## config.mk

```make
export PLATFORM = sky130hd
export DESIGN_NAME = spsr_top
export DESIGN_NICKNAME = d
export VERILOG_FILES = /design/src/hw/spsr_pkg.sv /design/src/hw/spsr_sync.sv /design/src/hw/spsr_fifo.sv /design/src/hw/spsr_top.sv
export VERILOG_INCLUDE_DIRS = /design/src /design/src/hw
export SDC_FILE = /design/constraint.sdc
export NUM_CORES = 1
export LEC_CHECK = 0
export BUFFER_PORTS_ARGS = -buffer_cell sky130_fd_sc_hd__buf_4
export CAP_MARGIN = 10
export CORE_ASPECT_RATIO = 2
export CORE_MARGIN = 2
export CORE_UTILIZATION = 40
export CTS_CLUSTER_SIZE = 16
export DETAILED_ROUTE_END_ITERATION = 12
export HOLD_SLACK_MARGIN = 0.12
export PLACE_DENSITY = 0.63
export RECOVER_POWER = 100
export SLEW_MARGIN = 15
export SYNTH_ARGS = -nofsm -noshare
export SYNTH_HDL_FRONTEND = slang
export SYNTH_SLANG_ARGS = --single-unit
```

## constraint.sdc

```tcl
create_clock -name sys_clk -period 4.7 [get_ports sys_clk]
set_clock_uncertainty 0.15 [all_clocks]
set_input_delay 0.47 -clock sys_clk [delete_from_list [all_inputs] [get_ports sys_clk]]
set_output_delay 0.47 -clock sys_clk [all_outputs]
set_load 0.01 [all_outputs]
```

## src/hw/spsr_consts.svh

```systemverilog
// Constants for the serial/parallel-in shift register block
`ifndef SPSR_CONSTS_SVH
`define SPSR_CONSTS_SVH

`define SPSR_WIDTH 16
`define SPSR_LAST 15
`define SPSR_CNT_W 5
`define SPSR_FULL_CNT 5'h10
`define SPSR_WORD_LAST_CNT 5'h0F
`define SPSR_FIFO_DEPTH 8
`define SPSR_SYNC_W 21
`define SPSR_CLK_PERIOD_NS 10
`define SPSR_STAGE_RESET 16'h0000

`endif

```

## src/hw/spsr_pkg.sv

```systemverilog
// Types shared by the shift register block
`default_nettype none

package spsr_pkg;

    typedef enum logic [1:0] {
        SPSR_HOLD,
        SPSR_SER_LOAD,
        SPSR_SER_OUT,
        SPSR_PAR_LOAD
    } spsr_mode_t;

    typedef struct packed {
        logic shift_clock_n;
        logic device_select_n;
        logic direction_select;
        logic function_pick;
        logic serial_in;
        logic [15:0] parallel_in;
    } spsr_pins_t;

endpackage : spsr_pkg

`default_nettype wire

```

## src/hw/spsr_sync.sv

```systemverilog
// Three-flop input synchroniser with agreement filter
`timescale 1ns/1ps
`default_nettype none

module spsr_sync #(
    parameter int WIDTH = 1
) (
    // Clock and reset
    input wire logic sys_clk,
    input wire logic rst_b,
    // Data
    input wire logic [WIDTH-1:0] async_in,
    output logic [WIDTH-1:0] sync_out
);

    logic [WIDTH-1:0] s1_r;
    logic [WIDTH-1:0] s2_r;
    logic [WIDTH-1:0] s3_r;
    logic [WIDTH-1:0] out_r;
    logic [WIDTH-1:0] out_nxt;

    // A bit changes only once the second and third flops agree
    always_comb
    begin
        out_nxt = (s2_r & s3_r) | (out_r & (s2_r | s3_r));
    end

    always_ff @(posedge sys_clk or negedge rst_b)
    begin
        if (!rst_b)
        begin
            s1_r <= '0;
            s2_r <= '0;
            s3_r <= '0;
            out_r <= '0;
        end
        else
        begin
            s1_r <= async_in;
            s2_r <= s1_r;
            s3_r <= s2_r;
            out_r <= out_nxt;
        end
    end

    assign sync_out = out_r;

endmodule : spsr_sync

`default_nettype wire

```

## src/hw/spsr_fifo.sv

```systemverilog
// Word FIFO with valid/ready on both sides
`timescale 1ns/1ps
`default_nettype none

module spsr_fifo #(
    parameter int WIDTH = 16,
    parameter int DEPTH = 8
) (
    // Clock and reset
    input wire logic sys_clk,
    input wire logic rst_b,
    // Fill side
    input wire logic in_valid,
    output logic in_ready,
    input wire logic [WIDTH-1:0] in_data,
    // Drain side
    output logic out_valid,
    input wire logic out_ready,
    output logic [WIDTH-1:0] out_data
);

    localparam int AW = $clog2(DEPTH);

    logic [WIDTH-1:0] mem_r [DEPTH];
    logic [AW-1:0] wr_r;
    logic [AW-1:0] wr_nxt;
    logic [AW-1:0] rd_r;
    logic [AW-1:0] rd_nxt;
    logic [AW:0] cnt_r;
    logic [AW:0] cnt_nxt;
    logic push;
    logic pop;

    always_comb
    begin
        in_ready = (cnt_r != DEPTH[AW:0]);
        out_valid = (cnt_r != '0);
        push = in_valid & in_ready;
        pop = out_valid & out_ready;
        wr_nxt = push ? AW'(wr_r + 1'b1) : wr_r;
        rd_nxt = pop ? AW'(rd_r + 1'b1) : rd_r;
        cnt_nxt = cnt_r;
        if (push && !pop)
        begin
            cnt_nxt = (AW+1)'(cnt_r + 1'b1);
        end
        else if (pop && !push)
        begin
            cnt_nxt = (AW+1)'(cnt_r - 1'b1);
        end
    end

    always_ff @(posedge sys_clk or negedge rst_b)
    begin
        if (!rst_b)
        begin
            wr_r <= '0;
            rd_r <= '0;
            cnt_r <= '0;
        end
        else
        begin
            wr_r <= wr_nxt;
            rd_r <= rd_nxt;
            cnt_r <= cnt_nxt;
        end
    end

    // Storage needs no reset; out_valid guards every read
    always_ff @(posedge sys_clk)
    begin
        if (push)
        begin
            mem_r[wr_r] <= in_data;
        end
    end

    assign out_data = mem_r[rd_r];

endmodule : spsr_fifo

`default_nettype wire

```

## src/hw/spsr_top.sv

```systemverilog
// Serial/parallel-in, serial-out 16-stage shift register
`timescale 1ns/1ps
`default_nettype none
`include "spsr_consts.svh"

// Overview of operation
// [RULE1] Sixteen stages, loaded serially or in parallel, unloaded serially.
// [RULE2] Select high: ignore clock, hold contents, serial pin undriven.
// [RULE3] Select low, direction low: falling edge shifts serial pin in.
// [RULE4] Serial output drives last stage and recirculates it to stage zero.
// [RULE5] Select low, direction high, pick low chooses serial output.
// [RULE6] Select low, direction high, pick high chooses parallel load.
// [RULE7] Parallel load copies all sixteen inputs on the falling edge.
// [RULE8] During parallel load the serial pin is driven with last stage.
// [RULE9] Controller keeps shift clock low while raising the select.
// [RULE10] Contents undefined until a full serial or parallel load.
module spsr_top (
    // Clock and reset
    input wire logic sys_clk,
    input wire logic rst_b,
    // Control pins
    input wire logic shift_clock_n,
    input wire logic device_select_n,
    input wire logic direction_select,
    input wire logic function_pick,
    // Data pins
    input wire logic [15:0] parallel_in,
    input wire logic serial_io_in,
    output logic serial_io_out,
    output logic serial_io_oe,
    // Received word stream
    output logic [15:0] word_data,
    output logic word_valid,
    input wire logic word_ready,
    // Status
    output logic stages_valid,
    output logic word_lost
);
    import spsr_pkg::*;

    ////////////////////////////////////////////////////////////////////////
    // Mode decode

    function automatic spsr_mode_t mode_of(input spsr_pins_t p);
        if (p.device_select_n)
        begin
            mode_of = SPSR_HOLD;
        end
        else if (!p.direction_select)
        begin
            mode_of = SPSR_SER_LOAD;
        end
        else if (!p.function_pick)
        begin
            // [RULE5] Serial output mode
            mode_of = SPSR_SER_OUT;
        end
        else
        begin
            // [RULE6] Parallel load mode
            mode_of = SPSR_PAR_LOAD;
        end
    endfunction : mode_of

    ////////////////////////////////////////////////////////////////////////
    // Pin synchronisation

    spsr_pins_t pins_raw;
    spsr_pins_t pin_q;
    logic [`SPSR_SYNC_W-1:0] pin_bits;

    // All pins share one delay, so their relative timing is kept
    assign pins_raw = '{
        shift_clock_n: shift_clock_n,
        device_select_n: device_select_n,
        direction_select: direction_select,
        function_pick: function_pick,
        serial_in: serial_io_in,
        parallel_in: parallel_in
    };

    spsr_sync #(
        .WIDTH(`SPSR_SYNC_W)
    ) u_sync (
        .sys_clk(sys_clk),
        .rst_b(rst_b),
        .async_in(pins_raw),
        .sync_out(pin_bits)
    );

    assign pin_q = spsr_pins_t'(pin_bits);

    ////////////////////////////////////////////////////////////////////////
    // Shift register state

    logic prev_clk_r;
    logic prev_clk_nxt;
    logic [15:0] stage_r;
    logic [15:0] stage_nxt;
    logic [`SPSR_CNT_W-1:0] fill_r;
    logic [`SPSR_CNT_W-1:0] fill_nxt;
    logic [`SPSR_CNT_W-1:0] new_r;
    logic [`SPSR_CNT_W-1:0] new_nxt;
    logic pend_r;
    logic pend_nxt;
    logic [15:0] pend_data_r;
    logic [15:0] pend_data_nxt;
    logic lost_r;
    logic lost_nxt;
    logic fall;
    logic word_done;
    logic fifo_in_ready;
    spsr_mode_t mode;

    always_comb
    begin
        mode = mode_of(pin_q);
        // [RULE9] Falling edge only
        // A rising select with the clock high makes no edge here
        fall = prev_clk_r & ~pin_q.shift_clock_n;
        prev_clk_nxt = pin_q.shift_clock_n;
        stage_nxt = stage_r;
        fill_nxt = fill_r;
        new_nxt = new_r;
        word_done = 1'b0;
        if (fall)
        begin
            case (mode)
                SPSR_SER_LOAD:
                begin
                    // [RULE3] Serial capture shift
                    stage_nxt = {stage_r[`SPSR_LAST-1:0], pin_q.serial_in};
                    // [RULE10] Count filled stages
                    if (fill_r != `SPSR_FULL_CNT)
                    begin
                        fill_nxt = `SPSR_CNT_W'(fill_r + 1'b1);
                    end
                    // [RULE1] Sixteen bits per word
                    if (new_r == `SPSR_WORD_LAST_CNT)
                    begin
                        word_done = 1'b1;
                        new_nxt = '0;
                    end
                    else
                    begin
                        new_nxt = `SPSR_CNT_W'(new_r + 1'b1);
                    end
                end
                SPSR_SER_OUT:
                begin
                    // [RULE4] Recirculating shift
                    stage_nxt = {stage_r[`SPSR_LAST-1:0], stage_r[`SPSR_LAST]};
                    new_nxt = '0;
                end
                SPSR_PAR_LOAD:
                begin
                    // [RULE7] Parallel copy
                    stage_nxt = pin_q.parallel_in;
                    fill_nxt = `SPSR_FULL_CNT;
                    new_nxt = '0;
                end
                default:
                begin
                    // [RULE2] Hold contents
                    stage_nxt = stage_r;
                end
            endcase
        end
    end

    ////////////////////////////////////////////////////////////////////////
    // Word hand-off toward the FIFO

    // A full FIFO stalls the hand-off; one more word waits, any word finished while it waits is lost
    always_comb
    begin
        pend_nxt = pend_r;
        pend_data_nxt = pend_data_r;
        lost_nxt = 1'b0;
        if (pend_r && fifo_in_ready)
        begin
            pend_nxt = 1'b0;
        end
        if (word_done)
        begin
            if (pend_r && !fifo_in_ready)
            begin
                lost_nxt = 1'b1;
            end
            else
            begin
                pend_nxt = 1'b1;
                pend_data_nxt = stage_nxt;
            end
        end
    end

    always_ff @(posedge sys_clk or negedge rst_b)
    begin
        if (!rst_b)
        begin
            prev_clk_r <= 1'b0;
            stage_r <= `SPSR_STAGE_RESET;
            fill_r <= '0;
            new_r <= '0;
            pend_r <= 1'b0;
            pend_data_r <= `SPSR_STAGE_RESET;
            lost_r <= 1'b0;
        end
        else
        begin
            prev_clk_r <= prev_clk_nxt;
            stage_r <= stage_nxt;
            fill_r <= fill_nxt;
            new_r <= new_nxt;
            pend_r <= pend_nxt;
            pend_data_r <= pend_data_nxt;
            lost_r <= lost_nxt;
        end
    end

    spsr_fifo #(
        .WIDTH(`SPSR_WIDTH),
        .DEPTH(`SPSR_FIFO_DEPTH)
    ) u_fifo (
        .sys_clk(sys_clk),
        .rst_b(rst_b),
        .in_valid(pend_r),
        .in_ready(fifo_in_ready),
        .in_data(pend_data_r),
        .out_valid(word_valid),
        .out_ready(word_ready),
        .out_data(word_data)
    );

    ////////////////////////////////////////////////////////////////////////
    // Serial pin driver and status

    // [RULE2] Driver off while deselected
    // [RULE5] Driven in serial output
    // [RULE8] Driven in parallel load
    assign serial_io_oe = ~pin_q.device_select_n & pin_q.direction_select;
    // [RULE4] Last stage on the pin
    assign serial_io_out = stage_r[`SPSR_LAST];
    // [RULE10] Known once full
    assign stages_valid = (fill_r == `SPSR_FULL_CNT);
    assign word_lost = lost_r;
endmodule : spsr_top

`default_nettype wire

```

=== Word level (Yosys, flattened, before mapping) ===
Memories as Yosys holds them, arrays and structs flattened.
Index checks and enable logic that the tools add are counted.

* Memories kept: 1
* Logic and storage cells: 76
* Input port bits: 24
* Memory bits (writable): 128
* Output and inout port bits: 21
* Flip-flop bits (word level): 139

* Reduce and logical (&&, ||, !) cells: 15
* Equal/unequal tests: 8
* Bitwise gates (word level): 11
* Add/sub/neg operators: 6
* Muxes and demuxes: 21

{| class="wikitable"
|+ Memory list
! name !! words !! width !! read ports !! clocked after Yosys merged registers in !! write ports !! RTL line !! source
|-
| u_fifo.mem_r || 8 || 16 || 1 || 0 || 1 || spsr_fifo.sv:24 || <nowiki>logic [WIDTH-1:0] mem_r [DEPTH];</nowiki>
|}

{| class="wikitable"
|+ Operator list
! cell !! count
|-
| 16-bit one-hot mux with 3 select lines || 1
|-
| 21-bit bitwise AND || 2
|-
| 21-bit bitwise OR || 2
|-
| 5-bit one-hot mux with 2 select lines || 2
|-
| 16-bit 2-to-1 mux || 1
|-
| 1-bit 2-to-1 mux || 11
|-
| 5-bit by 1-bit adder with 5-bit output, second input constant || 2
|-
| 5-bit 2-to-1 mux || 2
|-
| 4-bit 2-to-1 mux || 2
|-
| 3-bit by 1-bit adder with 3-bit output, second input constant || 2
|-
| 2-bit nonzero test || 3
|-
| 5-bit by 4-bit equality test with 1-bit output, second input constant || 1
|-
| 5-bit equality test, second input constant || 1
|-
| 5-bit != test, second input constant || 1
|-
| 4-bit by 1-bit adder with 4-bit output, second input constant || 1
|-
| 1-bit bitwise AND || 4
|-
| 2-bit equality test, second input constant || 2
|-
| 1-bit logical AND || 4
|-
| 2-bit 2-to-1 mux || 2
|-
| 4-bit != test, second input constant || 1
|-
| 2-bit AND reduction || 2
|-
| 4-bit nonzero test || 1
|-
| 4-bit by 1-bit subtractor with 4-bit output, second input constant || 1
|-
| 1-bit logical NOT || 3
|-
| other kinds (5) || 7
|}

=== Longest topological paths before layout ===
Gate-level depths: netlist of run 1.

* Word-level depth: 7
* Mapped depth: 10
* Gate-level depth less buffers: 10

=== Hierarchy ===
A second synthesis of run 1 with hierarchy kept.

* Cell total of the unflattened synthesis: 544
* Area total of the unflattened synthesis: 10,015.9 µm²

{| class="wikitable"
|+ Modules (own cells, without submodules)
! module !! instances !! sequential area each (µm²) !! cells an instance !! area an instance (µm²)
|-
| spsr_fifo || 1 || 4,093.9 || 248 || 5,545.3
|-
| spsr_sync || 1 || 2,102.0 || 105 || 2,338.5
|-
| spsr_top || 1 || 1,126.1 || 191 || 2,132.0
|}

=== Worst setup path before layout of run 1 ===
No wires, ideal clock.

* Kind: register to register
* From: register u_fifo.cnt_r[0]
* To: memory u_fifo.mem_r[1][0], enable pin
* Setup slack: 1,982 ps
* Clock period less this slack: 2,718 ps
* Stages on the path, launching flop included: 5
* Buffers on the path: 0
* Arrival time: 2,159 ps
* Library setup time: 409 ps
* Cell sequence: dfrtp_1 > nor3_1 > a21boi_1 > nand2_1 > nor3_1

* Cells in the longest elaborated chain, start to end: 4

{| class="wikitable"
|+ Ends and longest elaborated chain
! what !! RTL line !! source
|-
| from (decl) || spsr_fifo.sv:29 || <nowiki>logic [AW:0] cnt_r;</nowiki>
|-
| from (signal assigned) || spsr_fifo.sv:65 || <nowiki>cnt_r <= cnt_nxt;</nowiki>
|-
| 4-bit != test || spsr_fifo.sv:36 || <nowiki>in_ready = (cnt_r != DEPTH[AW:0]);</nowiki>
|-
| 1-bit bitwise AND || spsr_fifo.sv:38 || <nowiki>push = in_valid & in_ready;</nowiki>
|-
| named net u_fifo.push || spsr_fifo.sv:31 || <nowiki>logic push;</nowiki>
|-
| 1-bit 2-to-1 mux || spsr_fifo.sv:72 || <nowiki>if (push)</nowiki>
|-
| 1-bit 2-to-1 mux (not written as such) || spsr_fifo.sv:74 || <nowiki>mem_r[wr_r] <= in_data;</nowiki>
|-
| to (decl) || spsr_fifo.sv:24 ||
|}

The timed path passes the listed nets, and every way through them passes these cells.

=== Worst setup path in the final report of run 1 ===
* From: register u_fifo.rd_r[0]
* To: output word_data[7]

* Cells in the longest elaborated chain, start to end: 1

{| class="wikitable"
|+ Ends and longest elaborated chain
! what !! RTL line !! source
|-
| from (decl) || spsr_fifo.sv:27 || <nowiki>logic [AW-1:0] rd_r;</nowiki>
|-
| from (signal assigned) || spsr_fifo.sv:64 || <nowiki>rd_r <= rd_nxt;</nowiki>
|-
| memory read 8 x 16 bit || n/a ||
|-
| to (decl) || spsr_top.sv:32 || <nowiki>output logic [15:0] word_data,</nowiki>
|}

Every way passes these cells.

==> metrics.cfg, run 1 <==
[outcome]
status=finished, violations left
violations=max-capacitance violations, max-slew violations

[drt]
drtIter0Drc=194
drt-total-wl_mm=16.9
via_count=4739
wl_per_cell_um=18.6
drcViolationCount=0
ant_nets=0
firstDrtPassIters=4
avgViaCountPerCell=5.21

[synth]
synth-xor-area-share_pct=0.536
synth_top_area_share_pct=39.2
yosysMostFrequentCell=dfrtp_1
yosysSeqAreaShare_pct=74.7
synth-simple-area-share_pct=4.40
muxShareOfSynthArea_pct=11.6
syn_area_sq_um=9810
synth_top_family_by_area=multiplexers
yosys-top-cells-count=dfrtp_1 (139), edfxtp_1 (128), nor2_1 (38)
syn_nets=562
async_flop_share_pct=52.1
synth_fa_ha_area_share_pct=3.37
synth_compound_area_share_pct=3.90
synthTopCellsByArea=edfxtp_1 (39%), dfrtp_1 (35%), mux4_2 (7.3%), mux2_2 (3.9%), maj3_1 (2.1%)
synth-edff-count=128
avgSynthCellArea_sq_um=18.5
synth_area_leader_cell=edfxtp_1
synth_cell_type_count=48
synth_flop_cell=dfrtp_1
yosysWarnings=0
ys_seq_elements=267
synth_cells=529

[worst_setup_path]
worstSetupStartpoint=u_fifo.rd_r[0]$_DFFE_PN0P_
end_kind=primary output
crit_end=word_data[7]
reg2reg_depth=4
r2r_start=u_fifo.cnt_r[1]$_DFFE_PN0P_
cp_data_required_time_ns=4.08
crit_fanout=26
cp.arrival_ns=3.07
start_kind=flip-flop
crit_type=reg -> out
rrSetupSlack_ns=1.27
reg2reg_to=u_fifo.mem_r[3][6]$_DFFE_PP_

[cts]
htree_levels=1
cts_root_buf=clkbuf_16
worstSkewPairLatency_ns=0.51
postCtsSetupBuffers=0
cts_max_path_buffers=3
post_cts_resized=0
cts_buffers=22
cts_tree=built
clock-sinks=267
clk_pin_slew_ns=0.07

[floorplan]
die_y_um=225
core_area_sq_um=24300
die_w_um=115
start_util_pct=40.3
row_count=81
io_pins=45
die_area_sq_um=25900

[final_layout]
postLayoutCoreUtil_pct=46.1
area_growth_pct=14.4
layout.nets=637
layout-drive-gt1-share_pct=21.6
antenna_cells=0

[pwr]
leakage_nw=3.93
powerDensity_nw_per_um2=478
ir_drop_v=0.000250
power_mw=5.36

[placement]
pre_cts_ws_ns=1.79
place.port_buffers=44
dp_hpwl_mm=10.8
gp_congestion=0.778

[grt]
grt_pass1_vias=5180
antenna_found_initial=0
track_usage_pct=13.4
grt_overflow_total=0
grt_pass1_wl_mm=26.8
grt_max_degree=103

[min_path]
hold_class=reg -> reg
min_from=u_sync.s1_r[1]$_DFF_PN0_

[run]
drv_cap=9

[sta]
hold_violations=0
period_share_pct=78.6
max_slew_margin_pct=-62.8
hold_slack_ns=0.196
maxSlewViolCount=239
max_freq_mhz=271
tns_ns=0
rsz0062_at_grt=no
setup_violations=0
fin_crit_ns=3.69
worst_slack_ns=1.01
tightest_slew_ns=2.44

-- layer usage --
layer | GRT usage, % | part of all wire [%] | up-vias
met4 | 6.06 | 3.6 | 0
met2 | 25.7 | 56 | 71
met3 | 1.69 | 2.6 | 37
met5 | 0 | 0 | -
met1 | 14.3 | 37 | 2477
li1 | - | - | 2154
-- cell type report --
cell class                 instances  area [sq um]
clock buffer                      33           668
timing repair buffer              73           520
fill                            2082         13100
tap                              290           363
multi-input combinational        234          2260
inverter                           6          22.5
sequential                       267          7320
clock inverter                     7          61.3
-- flip-flops by register name, summed over array words and instances, names as in the netlist --
| register | cells |
|---|---|
| u_fifo.mem_r | 128 |
| u_sync.s1_r | 21 |
| u_sync.s2_r | 21 |
| u_sync.s3_r | 21 |
| u_sync.sync_out | 21 |
| pend_data_r | 16 |
| stage_r | 16 |
| fill_r | 5 |
| new_r | 5 |
| u_fifo.cnt_r | 4 |
| u_fifo.rd_r | 3 |
| u_fifo.wr_r | 3 |
| pend_r | 1 |
| prev_clk_r | 1 |
| word_lost | 1 |
-- cells by family after synthesis --
family,after synthesis
buf+inv,28
compound gates,38
simple gates,91
mux,69
fa+ha+maj,30
xor+xnor,6
flops,267
-- how the worst min path moves through the flow --
| stage | cells after the start | to |
|---|---|---|
| finish | 0 | u_sync.s2_r[1]$_DFF_PN0_ |
| global placement | 0 | u_sync.s2_r[17]$_DFF_PN0_ |
| CTS | 0 | u_sync.s2_r[5]$_DFF_PN0_ |
| global route | 0 | u_sync.s2_r[11]$_DFF_PN0_ |
| floorplan | 0 | fill_r[0]$_DFFE_PN0P_ |
| detailed placement | 0 | u_sync.s2_r[11]$_DFF_PN0_ |
-- through the flow --
stage | cell area, sq um | instances
final | 11200 | 910
after global routing | 11200 | 910
after CTS | 11400 | 910
after detailed placement | 10500 | 847
after global placement | 10500 | 847
after floorplan | 9810 | 529
-- power breakdown --
group | internal, mW | leakage (nW) | switching, mW
logic | 0.356 | 0.991 | 0.314
registers | 2.62 | 2.58 | 0.240
clock network | 1.04 | 0.363 | 0.791
total | 4.02 | 3.93 | 1.35
-- worst max-delay path: stages (launching register included) --
cell	delay [ns]
dfrtp_2	0.94
clkbuf_1	0.60
mux4_2	0.58
mux2_2	0.27
buf_4	0.14
-- cells in the final DEF (no fill, tap or decap), types with 8 or more instances in the layout --
cell type,instances
ha_1,8
nand2_1,18
maj3_1,21
clkbuf_1,25
mux2_2,32
mux4_2,32
dfrtp_1,138
edfxtp_1,128
dlygate4sd3_1,23
clkbuf_16,23
nor2_1,38
nand2b_1,8
nand3_1,9
clkbuf_4,22
a221oi_1,12
-- timing repair --
action	in CTS	in global routing
setup endpoints to repair	0	0
hold buffers	23	0
hold endpoints to repair	122	0
Note: power is estimated with default switching activity, not from simulation.
==> run 2, diff against run 1 <==
- PLACE_DENSITY: 0.63 -> 0.65
- clock period: 4.7 -> 3.25 ns (I/O delays scaled with it)
==> run 2 against run 1 <==
Combinational power increased by 58%. Sequential power increased by 43%. Setup slack worse by 0.77 ns. Die area stayed put. Highest routed layer unchanged. Register-to-register slack worse by 0.88 ns. Critical path depth unchanged. Routed wire length decreased by 1.5%. Non-clock buffer count up 10. The flow still finishes with violations (max-capacitance violations, max-slew violations). Core utilization increased by 0.17 points. Global-route usage up 0.13 points. Largest cell class unchanged.
==> metrics.cfg, run 2 (synthesis results as in run 1) <==
[final_layout]
area_growth_pct=14.8
final_common_cell=dfrtp_1
n_fill_cell=2084  ; +0.096%
antenna_cells=0  ; unchanged
largest_reg_flops=128  ; unchanged
layout.nets=647  ; +1.6%
layout-drive-gt1-share_pct=21.4  ; -0.18 points
final_cell_mix=dfrtp_1 (138), edfxtp_1 (128), nor2_1 (38), mux4_2 (32), mux2_2 (31)
regMostFlops=u_fifo.mem_r
postLayoutCoreUtil_pct=46.3  ; +0.17 points
stdcell_area_sq_um=11300  ; +0.37%

[drt]
drcViolationCount=0  ; unchanged
wl_per_cell_um=18.1  ; -2.6%
drtIter0Drc=209  ; +7.7%
firstDrtPassIters=4  ; unchanged
drt-total-wl_mm=16.6  ; -1.5%
via_count=4774  ; +0.74%
ant_nets=0  ; unchanged
avgViaCountPerCell=5.19  ; -0.36%

[floorplan]
io_pins=45  ; unchanged
core_area_sq_um=24300  ; unchanged
start_util_pct=40.3  ; unchanged
row_count=81  ; unchanged
die_area_sq_um=25900  ; unchanged
die_y_um=225  ; unchanged
die_w_um=115  ; unchanged

[cts]
cts_tree=built
post_cts_resized=0  ; unchanged
clk_pin_slew_ns=0.07  ; about the same
cts_buffers=22  ; unchanged
worstSkewPairLatency_ns=0.51  ; about the same
htree_levels=1  ; unchanged
clock-sinks=267  ; unchanged
cts_root_buf=clkbuf_16
cts_max_path_buffers=3  ; unchanged

[pwr]
p_clk_share_pct=33.5  ; -0.7 points
combPwrFrac_pct=13.7  ; +1.2 points
powerDensity_nw_per_um2=687  ; +44%
internal_power_mw=5.80  ; +44%
switchingPower_mw=1.94  ; +44%
seqPwrFrac_pct=52.8  ; -0.5 points
power_mw=7.74  ; +44%
leakage_nw=3.95  ; +0.30%
ir_drop_v=0.000439  ; +76%
swShare_pct=25.1  ; about the same

[sta]
hold_violations=0  ; unchanged
maxSlewViolCount=82  ; -66%
tns_ns=0  ; unchanged
tightest_slew_ns=1.95  ; -0.493 ns
hold_slack_ns=0.191  ; -0.00498 ns
setup_violations=0  ; unchanged
rsz0062_at_grt=no
period_share_pct=92.8
max_slew_margin_pct=-29.9  ; +33 points
max_freq_mhz=331
fin_crit_ns=3.02

[placement]
place.port_buffers=44  ; unchanged
dp_hpwl_mm=10.8  ; +0.16%
gp_congestion=0.727  ; -6.6%
postPlaceCellArea_sq_um=10500  ; +0.69%

[worst_setup_path]
cp_data_required_time_ns=2.77  ; -1.31 ns
worstSetupStartpoint=u_fifo.rd_r[0]$_DFFE_PN0P_
crit_type=reg -> out
start_kind=flip-flop
reg2reg_depth=9  ; +5
r2r_start=u_fifo.cnt_r[1]$_DFFE_PN0P_
rrSetupSlack_ns=0.39  ; -0.88 ns
end_kind=primary output
cp.arrival_ns=2.54  ; -0.53 ns
reg2reg_to=u_fifo.cnt_r[3]$_DFFE_PN0P_
crit_end=word_data[4]
crit_fanout=24  ; -7.7%

[outcome]
status=finished, violations left
violations=max-capacitance violations, max-slew violations

[grt]
grt_overflow_total=0  ; unchanged
antenna_found_initial=0  ; unchanged
grt_pass1_wl_mm=27.2  ; +1.2%
grt_max_degree=82  ; -20%
grt_pass1_vias=5226  ; +0.89%
track_usage_pct=13.6  ; +0.13 points

[run]
drv_cap=2  ; -7

[min_path]
hold_class=reg -> reg

[run 2: changes by cell type in the layout (fill, tap and decap cells not counted), moves of 2 or more]
cell      delta
clkbuf_8     -5
nor3_1       +2
a221oi_2     -3
buf_4        +6
clkbuf_1     +5
nor3_2       -2
a221oi_1     +3
[run 2: power groups by stage]
stage	clock [mW]	sequential (mW)	combinational [mW]
final	2.59	4.08	1.06
after global routing	2.79	4.12	1.19
after CTS	2.67	4.10	1.15
after detailed placement	0	4.17	1.12
after global placement	0	4.15	1.07
after floorplan	0	4.01	0.877
[run 2: worst min-delay path by stage]
| stage | to | cells past startpoint | start |
|---|---|---|---|
| after floorplan | fill_r[0]$_DFFE_PN0P_ | 0 | rst_b |
| after global placement | u_sync.s2_r[20]$_DFF_PN0_ | 0 | u_sync.s1_r[20]$_DFF_PN0_ |
| after detailed placement | u_sync.s2_r[10]$_DFF_PN0_ | 0 | u_sync.s1_r[10]$_DFF_PN0_ |
| after CTS | u_sync.s2_r[1]$_DFF_PN0_ | 0 | u_sync.s1_r[1]$_DFF_PN0_ |
| after global routing | u_sync.s2_r[13]$_DFF_PN0_ | 0 | u_sync.s1_r[13]$_DFF_PN0_ |
| final | u_sync.s2_r[15]$_DFF_PN0_ | 0 | u_sync.s1_r[15]$_DFF_PN0_ |
[run 2: timing repair]
action	in CTS	in global routing
hold endpoints to repair	103	0
endpoints found under the setup margin	0	0
setup buffers	0	0
hold buffers	23	0
[run 2: metal layers]
metal	global-route usage [%]	wire length (um)	vias up
met2	26.1	9510	106
met1	14.3	6050	2449
met3	1.75	554	39
met5	0	0	-
met4	5.99	521	0
li1	-	-	2180
[run 2: cell type report]
class                   instances  area [sq um]  share of cell area, %
multi-input cells             234          2230                   19.8
well taps                     290           363                   3.22
repair buffers                 83           609                   5.41
inverters                       6          22.5                  0.200
clock inverters                 9           100                  0.889
clock buffers                  31           606                   5.38
flip-flops and latches        267          7320                   65.0
[run 2: through the flow]
step | cells | setup WS (ns)
2_1_floorplan | 529 | 0.532
3_3_place_gp | 857 | 0.616
3_5_place_dp | 857 | 0.457
4_1_cts | 920 | 0.303
5_1_grt | 920 | 0.0937
6_report | 920 | 0.233
[run 2: critical path, cell delays in order (launching register included)]
cell	delay (ns)
dfrtp_2	0.61
buf_6	0.38
mux4_2	0.54
mux2_1	0.33
buf_4	0.15
==> run 3, diff against run 2 <==
- CELL_PAD_IN_SITES_DETAIL_PLACEMENT: default -> 1
- CELL_PAD_IN_SITES_GLOBAL_PLACEMENT: default -> 1
- GPL_TIMING_DRIVEN: default -> 0
- MAX_ROUTING_LAYER: default -> met4
- PLACE_DENSITY: 0.65 -> 0.72
==> run 3 against run 2 <==
Sequential share of layout area down 0.58 points. Critical endpoint is now word_data[11]. Clock power down 2%. Setup slack worse by 0.081 ns. Global-route usage up 3.0 points. The run still ends with max-capacitance violations, max-slew violations left. Critical path type unchanged.
==> metrics.cfg, run 3 (synthesis results as in run 1) <==
[floorplan]
row_count=81  ; unchanged
die_w_um=115  ; unchanged
io_pins=45  ; unchanged
start_util_pct=40.3  ; unchanged
core_area_sq_um=24300  ; unchanged
die_y_um=225  ; unchanged
die_area_sq_um=25900  ; unchanged

[cts]
cts_root_buf=clkbuf_16
cts_tree=built
cts_max_path_buffers=3  ; unchanged
htree_levels=1  ; unchanged
postCtsSetupBuffers=0  ; unchanged
cts_buffers=22  ; unchanged
worstSkewPairLatency_ns=0.53  ; +0.02 ns
clk_pin_slew_ns=0.06  ; about the same
clock-sinks=267  ; unchanged

[final_layout]
final_common_cell=dfrtp_1
final_cell_mix=dfrtp_1 (139), edfxtp_1 (128), nor2_1 (38), mux2_2 (34), mux4_2 (32)
layout-drive-gt1-share_pct=23.5  ; +2.1 points
area_growth_pct=15.8
largest_reg_flops=128  ; unchanged
multiInputGateArea_sq_um=2240  ; +0.28%
regMostFlops=u_fifo.mem_r
antenna_cells=0  ; unchanged
final-seq-area_sq_um=7320  ; about the same
postLayoutCoreUtil_pct=46.7  ; +0.41 points
layout.nets=664  ; +2.6%
n_fill_cell=2348  ; +13%

[placement]
dp_hpwl_mm=13.4  ; +24%
place.port_buffers=44  ; unchanged
pre_cts_ws_ns=0.279  ; -0.178 ns
gp_congestion=0.759  ; +4.5%

[sta]
fin_crit_ns=3.10  ; +0.0812 ns
tightest_slew_ns=2.20  ; +0.252 ns
setup_violations=0  ; unchanged
rsz0062_at_grt=yes
max_freq_mhz=323  ; -2.6%
max_slew_margin_pct=-46.7  ; -17 points
hold_violations=0  ; unchanged
period_share_pct=95.3  ; +2.5 points
worst_slack_ns=0.152  ; -0.0812 ns
maxSlewViolCount=50  ; -39%

[worst_setup_path]
cp.arrival_ns=2.62  ; +0.08 ns
cp_data_required_time_ns=2.77  ; about the same
end_kind=primary output
start_kind=flip-flop
crit_fanout=10  ; -58%
crit_type=reg -> out

[run]
drv_cap=2  ; unchanged

[drt]
ant_nets=0  ; unchanged
drt-total-wl_mm=19.5  ; +17%
via_count=4962  ; +3.9%
firstDrtPassIters=4  ; unchanged
avgViaCountPerCell=5.30  ; +2.1%
drtIter0Drc=204  ; -2.4%
wl_per_cell_um=20.8  ; +15%
drcViolationCount=0  ; unchanged

[grt]
antenna_found_initial=0  ; unchanged
grt_pass1_wl_mm=31.5  ; +16%
grt_overflow_total=0  ; unchanged
grt_max_degree=91  ; +11%
track_usage_pct=16.5  ; +3.0 points
grt_pass1_vias=5733  ; +9.7%

[min_path]
hold_class=reg -> reg

[outcome]
violations=max-capacitance violations, max-slew violations
status=finished, violations left

[pwr]
leakage_nw=4.02  ; +1.8%
powerDensity_nw_per_um2=688  ; +0.13%
ir_drop_v=0.000337  ; -23%

-- run 3: cell count changes in the layout (fill, tap and decap cells not counted), moves of 2 or more --
| cell | change |
|---|---|
| bufinv_16 | -2 |
| clkbuf_2 | +10 |
| clkbuf_4 | +2 |
| mux2_1 | -3 |
| mux2_2 | +3 |
-- run 3: what timing repair did --
| item | in CTS | in global routing |
|---|---|---|
| endpoints found under the setup margin | 6 | 15 |
| hold endpoints to repair | 163 | 0 |
| gates resized for setup | 2 | 5 |
| hold buffers | 23 | 0 |
| pin swaps | 0 | 0 |
-- run 3: per-layer routing --
| layer | track usage [%] | up-vias | wire length (um) |
|---|---|---|---|
| met5 | - | - | 0 |
| met4 | 9.52 | 0 | 992 |
| met3 | 1.80 | 58 | 568 |
| met2 | 30.2 | 114 | 11300 |
| met1 | 16.7 | 2593 | 6660 |
| li1 | - | 2197 | - |
-- run 3: path summary, 6_finish.rpt --
kind                                             start                      endpoint  slack (ns)  cells past startpoint
max in group asynchronous                        rst_b    u_fifo.rd_r[2]$_DFFE_PN0P_        0.68                      3
min reg2reg                  u_sync.s1_r[17]$_DFF_PN0_     u_sync.s2_r[17]$_DFF_PN0_        0.20                      0
min in group asynchronous                        rst_b      u_sync.s1_r[8]$_DFF_PN0_        0.99                      2
min                          u_sync.s1_r[17]$_DFF_PN0_     u_sync.s2_r[17]$_DFF_PN0_        0.20                      0
max reg2reg                u_fifo.cnt_r[0]$_DFFE_PN0P_  u_fifo.mem_r[4][8]$_DFFE_PP_        0.22                      5
max                         u_fifo.rd_r[1]$_DFFE_PN0P_                 word_data[11]        0.15                      5
-- run 3: power by group --
group | internal (mW) | switching (mW) | total, mW
Combinational | 0.575 | 0.692 | 1.27
Sequential | 3.79 | 0.223 | 4.01
Clock | 1.38 | 1.16 | 2.54
-- run 3: final cells by class --
class                   count  area share, %
clock inverters             8          0.386
plain buffers              22           1.07
clock buffers              32           5.65
flip-flops and latches    267           64.5
multi-input cells         234           19.7
repair buffers             78           5.30
inverters                   6          0.198
well taps                 290           3.19
-- run 3: critical path, stage by stage (launching register included) --
cell,delay (ns)
dfrtp_1,0.35
clkbuf_1,0.27
clkbuf_1,0.61
mux4_2,0.41
mux2_2,0.31
buf_4,0.15
-- run 3: metrics by stage --
| stage | cells | instance area (sq um) | TNS, ns | hold slack [ns] | total power [mW] |
|---|---|---|---|---|---|
| after floorplan | 529 | 9810 | 0 | -0.121 | 4.88 |
| after global placement | 863 | 10500 | -27.07 | 0.182 | 5.27 |
| after detailed placement | 874 | 10700 | 0 | 0.153 | 5.38 |
| after CTS | 937 | 11600 | 0 | 0.165 | 7.98 |
| after global routing | 937 | 11400 | -0.0371 | 0.201 | 8.19 |
| final | 937 | 11400 | 0 | 0.199 | 7.81 |
